[config.mk]
export PLATFORM = sky130hd
export DESIGN_NAME = asbc_ctrl
export DESIGN_NICKNAME = d
export VERILOG_FILES = /design/src/core/asbc_pkg.sv /design/src/core/asbc_ctrl.sv
export VERILOG_INCLUDE_DIRS = /design/src /design/src/core
export SDC_FILE = /design/constraint.sdc
export NUM_CORES = 1
export LEC_CHECK = 0
export CAP_MARGIN = 20
export CORE_UTILIZATION = 43
export CTS_BUF_LIST = sky130_fd_sc_hd__clkbuf_16
export CTS_CLUSTER_DIAMETER = 100
export CTS_CLUSTER_SIZE = 14
export DETAILED_ROUTE_END_ITERATION = 8
export DONT_BUFFER_PORTS = 1
export PLACE_DENSITY_LB_ADDON = 0.15
export SKIP_CTS_REPAIR_TIMING = 1
export SLEW_MARGIN = 40
export SYNTH_ARGS = -nofsm -noshare
export SYNTH_HDL_FRONTEND = slang
export SYNTH_SLANG_ARGS = --single-unit
[constraint.sdc]
create_clock -name clk_i -period 6.15 [get_ports clk_i]
set_input_delay 1.23 -clock clk_i [delete_from_list [all_inputs] [get_ports clk_i]]
set_output_delay 1.23 -clock clk_i [all_outputs]
set_load 0.1 [all_outputs]
[src/core/asbc_regs.svh]
// timing constants for the async sram host controller
// assumes a 100 MHz clock; ns figures per speed grade
`ifndef ASBC_REGS_SVH
`define ASBC_REGS_SVH
`define ASBC_CLK_NS         10
`define ASBC_AA_FAST_NS     55
`define ASBC_AA_SLOW_NS     70
`define ASBC_AW_FAST_NS     40
`define ASBC_AW_SLOW_NS     60
`define ASBC_PWE_FAST_NS    40
`define ASBC_PWE_SLOW_NS    45
`define ASBC_SD_FAST_NS     25
`define ASBC_SD_SLOW_NS     30
`define ASBC_HZ_FAST_NS     20
`define ASBC_HZ_SLOW_NS     25
`define ASBC_CYC(ns)        (((ns) + `ASBC_CLK_NS - 1) / `ASBC_CLK_NS)
`define ASBC_ADDR_W         20
`define ASBC_DATA_W         16
`define ASBC_CNT_W          4
`define ASBC_CNT_ZERO       4'h0
`define ASBC_CNT_ONE        4'h1
`endif

[src/core/asbc_pkg.sv]
// types for the async sram host controller
// assumes asbc_regs.svh is on the include path
`include "asbc_regs.svh"
package asbc_pkg;
  typedef enum logic [2:0] {
    ST_IDLE,
    ST_READ,
    ST_WRITE,
    ST_WEND,
    ST_TURN
  } asbc_state_t;

  typedef struct packed {
    asbc_state_t                  st;
    logic [`ASBC_CNT_W-1:0]       cnt;
    logic [`ASBC_ADDR_W-1:0]      addr;
    logic [`ASBC_DATA_W-1:0]      wdata;
    logic [`ASBC_DATA_W-1:0]      rdata;
    logic [1:0]                   lanes_n;
    logic [1:0]                   lanes;
    logic                         cs;
    logic                         we_n;
    logic                         oe_n;
    logic                         drive;
    logic                         done;
    logic [`ASBC_DATA_W-1:0]      s1;
    logic [`ASBC_DATA_W-1:0]      s2;
    logic [`ASBC_DATA_W-1:0]      s3;
  } asbc_reg_t;
endpackage

[src/core/asbc_ctrl.sv]
// host-side controller driving an asynchronous 16-bit static memory
// assumes one 100 MHz clock; the memory data pins are split in/out/oe
// Function
// RQ1 - selects off floats memory, standby
// RQ2 - read: selected lanes driven by memory
// RQ3 - write: selected lanes stored, others unchanged
// RQ4 - output drive high keeps pins floating
// RQ5 - write is overlap of all strobes
// RQ6 - time data against write-ending edge
// RQ7 - never drive bus while memory drives
// RQ8 - deselect with strobe high stays floating
// RQ9 - output drive high during write floats
// RQ10 - write strobe high through every read
// RQ11 - address valid before selects activate
// RQ12 - sample read data after address access
// RQ13 - output drive access time respected
// RQ14 - byte select access time respected
// RQ15 - address setup before write end
// RQ16 - byte selects early before write end
// RQ17 - write data setup before write end
// RQ18 - both byte selects high deselect
// RQ19 - intervals as rounded-up clock counts
`timescale 1ns/100ps
`include "asbc_regs.svh"
`default_nettype none
module asbc_ctrl
#(
  parameter bit SLOW_GRADE = 1'b0
)
(
  input  wire logic                    clk_i,
  input  wire logic                    rst_b_i,
  input  wire logic                    ce_i,
  input  wire logic                    req_valid_i,
  input  wire logic                    req_write_i,
  input  wire logic [`ASBC_ADDR_W-1:0] req_addr_i,
  input  wire logic [`ASBC_DATA_W-1:0] req_wdata_i,
  input  wire logic [1:0]              req_lanes_i,
  output logic                         req_ready_o,
  output logic                         rsp_valid_o,
  output logic [`ASBC_DATA_W-1:0]      rsp_rdata_o,
  output logic [`ASBC_ADDR_W-1:0]      mem_addr_o,
  output logic                         chip_select_n_o,
  output logic                         chip_select_hi_o,
  output logic                         write_n_o,
  output logic                         out_drive_n_o,
  output logic                         upper_byte_sel_n_o,
  output logic                         lower_byte_sel_n_o,
  input  wire logic [`ASBC_DATA_W-1:0] mem_data_i,
  output logic [`ASBC_DATA_W-1:0]      mem_data_o,
  output logic [`ASBC_DATA_W-1:0]      mem_data_oe_n_o
);
  import asbc_pkg::*;

  // cycle counts, rounded up [RQ19]
  localparam int RD_CYC  = SLOW_GRADE ? `ASBC_CYC(`ASBC_AA_SLOW_NS) : `ASBC_CYC(`ASBC_AA_FAST_NS);
  localparam int WR_NS_A = SLOW_GRADE ? `ASBC_AW_SLOW_NS : `ASBC_AW_FAST_NS;
  localparam int WR_NS_P = SLOW_GRADE ? `ASBC_PWE_SLOW_NS : `ASBC_PWE_FAST_NS;
  localparam int WR_NS_D = SLOW_GRADE ? `ASBC_SD_SLOW_NS : `ASBC_SD_FAST_NS;
  localparam int WR_NS   = (WR_NS_A > WR_NS_P) ? WR_NS_A : WR_NS_P;
  localparam int WR_CYC  = `ASBC_CYC(WR_NS);
  localparam int SD_CYC  = `ASBC_CYC(WR_NS_D);
  localparam int HZ_CYC  = SLOW_GRADE ? `ASBC_CYC(`ASBC_HZ_SLOW_NS) : `ASBC_CYC(`ASBC_HZ_FAST_NS);
  localparam logic [`ASBC_CNT_W-1:0] RD_CNT = `ASBC_CNT_W'(RD_CYC);
  localparam logic [`ASBC_CNT_W-1:0] WR_CNT = `ASBC_CNT_W'(WR_CYC);
  localparam logic [`ASBC_CNT_W-1:0] SD_CNT = `ASBC_CNT_W'(SD_CYC);
  localparam logic [`ASBC_CNT_W-1:0] HZ_CNT = `ASBC_CNT_W'(HZ_CYC);

  asbc_reg_t               r_q;
  asbc_reg_t               r_d;
  logic                    stable;
  logic [`ASBC_DATA_W-1:0] lane_mask;

  // read data: three flops, accept once stages two and three agree
  // only on selected lanes; unselected pins float and may wander
  assign lane_mask = {{(`ASBC_DATA_W/2){r_q.lanes[1]}}, {(`ASBC_DATA_W/2){r_q.lanes[0]}}};
  assign stable    = (((r_q.s2 ^ r_q.s3) & lane_mask) == '0);

  always_comb
  begin
    r_d      = r_q;
    r_d.done = 1'b0;
    r_d.s1   = mem_data_i;
    r_d.s2   = r_q.s1;
    r_d.s3   = r_q.s2;
    if (r_q.cnt != `ASBC_CNT_ZERO)
    begin
      r_d.cnt = r_q.cnt - `ASBC_CNT_ONE;
    end
    unique case (r_q.st)
      ST_IDLE:
      begin
        // selects off, both lanes off: memory floats [RQ1] [RQ18]
        r_d.cs      = 1'b0;
        r_d.we_n    = 1'b1;
        r_d.oe_n    = 1'b1;
        r_d.drive   = 1'b0;
        r_d.lanes_n = 2'b11;
        if (req_valid_i && (req_lanes_i != 2'b00))
        begin
          // address loaded here, selects rise next cycle [RQ11] [RQ15]
          r_d.addr  = req_addr_i;
          r_d.wdata = req_wdata_i;
          r_d.lanes = req_lanes_i;
          r_d.st    = req_write_i ? ST_WRITE : ST_READ;
          r_d.cnt   = req_write_i ? WR_CNT : RD_CNT + `ASBC_CNT_ONE;
        end
      end
      ST_READ:
      begin
        // strobe high for whole read [RQ10]; memory drives [RQ2] [RQ7]
        r_d.cs      = 1'b1;
        r_d.oe_n    = 1'b0;
        r_d.lanes_n = ~r_q.lanes;
        // sample after access times plus sync delay [RQ12] [RQ13] [RQ14]
        if (r_q.cnt == `ASBC_CNT_ZERO && stable)
        begin
          r_d.rdata = r_q.s3;
          r_d.done  = 1'b1;
          r_d.cs    = 1'b0;
          r_d.oe_n  = 1'b1;
          r_d.lanes_n = 2'b11;
          r_d.st    = ST_TURN;
          r_d.cnt   = HZ_CNT;
        end
      end
      ST_WRITE:
      begin
        // output drive stays high so memory floats [RQ4] [RQ9]
        r_d.cs      = 1'b1;
        r_d.oe_n    = 1'b1;
        r_d.we_n    = 1'b0;
        r_d.lanes_n = ~r_q.lanes; // [RQ16]
        r_d.drive   = 1'b1;
        // write strobe is the ending edge; all others held [RQ5] [RQ6]
        if (r_q.cnt == `ASBC_CNT_ZERO)
        begin
          r_d.we_n = 1'b1;
          r_d.st   = ST_WEND;
        end
      end
      ST_WEND:
      begin
        // strobe high first, then deselect a cycle later [RQ8]
        r_d.cs      = 1'b0;
        r_d.lanes_n = 2'b11;
        r_d.drive   = 1'b0;
        r_d.done    = 1'b1;
        r_d.st      = ST_IDLE;
      end
      ST_TURN:
      begin
        // wait memory float time before next access [RQ7]
        if (r_q.cnt == `ASBC_CNT_ZERO)
        begin
          r_d.st = ST_IDLE;
        end
      end
      default:
      begin
        r_d.st = ST_IDLE;
      end
    endcase
    if (!ce_i)
    begin
      r_d = r_q;
    end
  end

  always_ff @(posedge clk_i or negedge rst_b_i)
  begin
    if (!rst_b_i)
    begin
      r_q         <= '0;
      r_q.st      <= ST_IDLE;
      r_q.we_n    <= 1'b1;
      r_q.oe_n    <= 1'b1;
      r_q.lanes_n <= 2'b11;
    end
    else
    begin
      r_q <= r_d;
    end
  end

  assign req_ready_o        = (r_q.st == ST_IDLE) && ce_i;
  // pulse counts only in an enabled cycle, so a freeze cannot repeat it
  assign rsp_valid_o        = r_q.done && ce_i;
  assign rsp_rdata_o        = r_q.rdata;
  assign mem_addr_o         = r_q.addr;
  assign chip_select_n_o    = ~r_q.cs;
  assign chip_select_hi_o   = r_q.cs;
  assign write_n_o          = r_q.we_n;
  assign out_drive_n_o      = r_q.oe_n;
  assign upper_byte_sel_n_o = r_q.lanes_n[1];
  assign lower_byte_sel_n_o = r_q.lanes_n[0];
  assign mem_data_o         = r_q.wdata;
  // data held from write start, well beyond setup [RQ17]
  assign mem_data_oe_n_o    = {`ASBC_DATA_W{~r_q.drive}};
endmodule
`default_nettype wire

== Word-level counts from Yosys, hierarchy flattened ==
Cells that the tools add are included.
Storage, ports and cells
  bits in registers: 116
  bits in latches: 0
  bits in writable memories: 0
  memory bits (read-only): 0
  input bits: 59
  word-level logic and storage cells: 70
  memories kept: 0
Operators by class
  add/sub/neg operators: 1
  multipliers: 0
  divide/modulo/power cells: 0
  order comparisons: 0
  eq/ne operators: 8
  shift operators: 0
  multiplexer cells: 19
  bitwise gates (word level): 5
  reduce and logical (&&, ||, !) cells: 22
Operators with widths (number)
  2-to-1 mux 43 bit: 1
  AND 16 bit: 1
  zero test 16 bit: 1
  XOR 16 bit: 1
  one-hot mux 3 bit (4 select lines): 1
  inequality test 2 bit (second input constant): 4
  one-hot mux 1 bit (2 select lines): 4
  one-hot mux 4 bit (2 select lines): 1
  AND reduction 2 bit: 4
  nonzero test 2 bit: 4
  2-to-1 mux 7 bit: 1
  equality test 3 x 2 -> 1 bit (second input constant): 2
  2-to-1 mux 2 bit: 3
  2-to-1 mux 3 bit: 2
  one-hot mux 2 bit (3 select lines): 1
  AND reduction 3 bit: 2
  AND reduction 5 bit: 1
  logical AND 1 bit: 4
  zero test 4 bit: 1
  2-to-1 mux 4 bit: 1
  nonzero test 4 bit: 1
  OR reduction 2 bit: 2
  subtractor 4 x 1 -> 4 bit (second input constant): 1
  equality test 3 x 1 -> 1 bit (second input constant): 1
  other kinds (7): 10

== Longest topological paths before layout ==
  word-level depth: 6
  mapped depth: 8

== Worst setup path before layout ==
Ideal clock, no wire load.
  path type: input port to output port
  start point: in ce_i
  end point: out req_ready_o
  arrival: 3393 ps
  data required time: 4920 ps
  slack: 1527 ps
  stages on the path: 2
  cells stage by stage: nand2b_1 nor3_1
On the way
  cells in the longest elaborated chain, start to end: 1
RTL lines
  start, declared: line asbc_ctrl.sv:33  | input wire logic ce_i,
  logical AND 1 bit: line asbc_ctrl.sv:186  | assign req_ready_o = (r_q.st == ST_IDLE) && ce_i;
  end, declared: line asbc_ctrl.sv:39  | output logic req_ready_o,
No other way between the ends.

== Worst setup path in the final report ==
  start point: reg r_q[49] (netlist name)
  end point: out mem_data_oe_n_o[10]
On the way
  cells in the longest elaborated chain, start to end: 1
RTL lines
  start, declared: line asbc_ctrl.sv:69  | asbc_reg_t r_q;
  start signal, assigned: line asbc_ctrl.sv:182  | r_q <= r_d;
  NOT 1 bit: line asbc_ctrl.sv:199  | assign mem_data_oe_n_o = {`ASBC_DATA_W{~r_q.drive}};
  end, declared: line asbc_ctrl.sv:51  | output logic [`ASBC_DATA_W-1:0] mem_data_oe_n_o
No other way between the ends.

==> flow_metrics.env <==
export IMPL_run_status="completed"
export IMPL_synth_cells=398
export IMPL_clk_insertion_delay_late_ns=0.41
export IMPL_crit_family="buffers and inverters"
export IMPL_crit_type="register to output port"
export IMPL_synth_edf_count=0
export IMPL_ant_nets=0
export IMPL_synth_seq_cells=116
export IMPL_async_flop_share_pct=100
export IMPL_synth_nets=458
export IMPL_multi_input_area_um2=1770
export IMPL_layout_nets=404
export IMPL_yosysWarnings=0
export IMPL_dp_hpwl_um=5540
export IMPL_setup_viol=0
export IMPL_gp_congestion=0.843
export IMPL_num_vias=2646
export IMPL_yosysTopAreaCell="dfrtp_1"
export IMPL_die_h_um=113
export IMPL_core_area_um2=12000
export IMPL_ys_top_cells_by_area="dfrtp_1 (53%), mux2_2 (19%), buf_4 (9.5%), mux2_4 (2.8%), xnor2_1 (2.7%)"
export IMPL_cp_buffers_inverters=2
export IMPL_arrival_ns=2.22
export IMPL_groute_usage_overall_pct=14.4
export IMPL_clock_path_buffers=2
export IMPL_drcViolationCount=0
export IMPL_cts_root_buf="clkbuf_16"
export IMPL_slew_headroom_pct=40.3
export IMPL_synth_top_area_share_pct=53.1
export IMPL_wl_um=8580
export IMPL_seqCellArea_um2=2960
export IMPL_dr_pass1_iters=4
export IMPL_grt_overflow_total=0
export IMPL_crit_required_ns=4.92
export IMPL_seq_area_frac_synth_pct=55.1
export IMPL_htreeDepth=4
export IMPL_rows=40
export IMPL_clock_fmax_mhz=289
export IMPL_fin_crit_sh_pct=56.2
export IMPL_die_w_um=113
export IMPL_hold_class="register to register"
export IMPL_cp_cell_sequence="clkinv_8 -> buf_16"
export IMPL_antennaDiodeCount=0
export IMPL_hold_viol=0
export IMPL_via_per_inst=5.25
export IMPL_cts_sinks=116
export IMPL_post_route_min_period_ns=3.45
export IMPL_drtIter0Drc=84
export IMPL_fin_worst_skew_ns=0.00662
export IMPL_setup_tns_ns=0
export IMPL_drive_above_1_share_pct=50.4
export IMPL_synth_cell_type_count=38
export IMPL_cts_inserted_buffers=17
export IMPL_clkSlewWorstSetupHoldPaths_ns=0.05
export IMPL_cp_start_kind="register"
export IMPL_grt_setup_unrepaired="false"
export IMPL_grt_pass1_wl_um=13700
export IMPL_cp_slowest_stage_delay_ns=0.85
export IMPL_io_pins=135
export IMPL_synth_area_per_cell_um2=13.3
export IMPL_maxCapViolCount=0
export IMPL_port_buffers=0
export IMPL_synth_top_flop_cell="dfrtp_1"
export IMPL_drv_slew=0
export IMPL_synth_area_um2=5270
export IMPL_grt_pass1_vias=2645
export IMPL_critPathMaxFanout=10
export IMPL_cts_tree="done"
export IMPL_grt_max_degree=117
export IMPL_endpoint_kind="output port"
export IMPL_avgRoutedWirePerCell_um=17.0
export IMPL_antenna_found_initial=0
export IMPL_worst_slew_pin_slew_ns=0.895
export IMPL_start_util_pct=44.1
export IMPL_area_growth_pct=7.76
export IMPL_crit_slowest_cell="buf_16"
export IMPL_die_area_um2=12700
export IMPL_n_fill_cell=1060
[flip-flops by register name (all words and copies together), names as in the netlist]
register / count
lower_byte_sel_n_o: 1
write_n_o: 1
mem_addr_o: 20
r_q: 57
mem_data_o: 16
chip_select_hi_o: 1
upper_byte_sel_n_o: 1
rsp_rdata_o: 16
out_drive_n_o: 1
lane_mask: 2
[worst register-to-register path, stage by stage, from the launching register on]
cell,delay [ns]
dfrtp_1,0.39
xnor2_1,0.18
nand4_1,0.18
o21ai_2,0.22
nand3_1,0.12
or3_2,0.75
mux2_1,0.41
[synthesized netlist by cell type (4+ instances only)]
| cell | number |
|---|---|
| o21ai_0 | 8 |
| clkbuf_1 | 10 |
| mux2_1 | 6 |
| dfrtp_1 | 112 |
| mux2_4 | 10 |
| a31oi_1 | 6 |
| mux2_2 | 88 |
| nor2_1 | 15 |
| buf_4 | 67 |
| nand2_1 | 8 |
| nand4_1 | 4 |
| xnor2_1 | 16 |
| dfstp_2 | 4 |
| inv_1 | 8 |
[placed cells by master (no fill, tap or decap), types with 3 or more instances in the layout]
cell and instances:
dfrtp_2 38, inv_1 10, clkbuf_16 17, bufinv_16 4
nand2_1 8, xnor2_1 16, dfstp_2 4, clkinv_2 6
dfrtp_1 74, a31oi_1 6, buf_16 4, a21oi_1 3
o21ai_0 8, mux2_4 10, o211ai_1 3, mux2_1 6
nor2_1 14, nand4_1 4, mux2_2 88
[final cells by class]
type	instances	area share, %
Inverter	8	0.749
Multi-Input combinational cell	192	31.1
Sequential cell	116	52.0
Tap cell	147	3.24
Clock inverter	15	3.06
Timing Repair Buffer	9	2.33
Clock buffer	17	7.49
[cell families (layout without fill, tap and decap cells)]
kind of cell | count (synthesis) | after routing | share of synthesized area (%)
AO/OA/AOI/OAI | 30 | 30 | 3.73
XOR/XNOR | 17 | 17 | 2.82
adder cells (fa/ha/maj) | 1 | 1 | 0.237
buffers and inverters | 90 | 49 | 11.6
flip-flops | 116 | 116 | 55.1
multiplexers | 104 | 104 | 22.9
AND/OR/NAND/NOR | 40 | 40 | 3.58
[path summary, 6_finish.rpt]
kind | startpoint | end | slack, ns | cells after the start
max | r_q[49] | mem_data_oe_n_o[10] | 2.70 | 2
min | lane_mask[0] | lower_byte_sel_n_o | 0.48 | 1
max reg2reg | r_q[2] | rsp_rdata_o[0] | 3.78 | 6
min reg2reg | lane_mask[0] | lower_byte_sel_n_o | 0.48 | 1
max in group asynchronous | rst_b_i | out_drive_n_o | 5.42 | 0
min in group asynchronous | rst_b_i | mem_data_o[2] | 0.52 | 0
[through the flow]
stage	instances	setup slack, ns	utilization, %	area [µm²]	hold slack [ns]
finish	504	2.70	47.5	5680	0.477
global placement	466	2.79	41.4	4950	0.470
floorplan	398	1.53	-	5270	0.429
global route	504	2.65	47.5	5680	0.493
CTS	502	2.52	47.2	5640	0.485
detailed placement	470	2.96	42.2	5040	0.476
[layer usage]
| metal | vias up | GRT usage (%) | wire length (µm) |
|---|---|---|---|
| li1 | 1194 | - | - |
| met1 | 1331 | 18.0 | 3720 |
| met2 | 101 | 20.9 | 3850 |
| met3 | 20 | 6.37 | 786 |
| met4 | 0 | 8.27 | 216 |
| met5 | - | 0 | 0 |
Power is not shown: default switching activity piles up to over one toggle a cycle in this logic, so the estimate is an artifact.
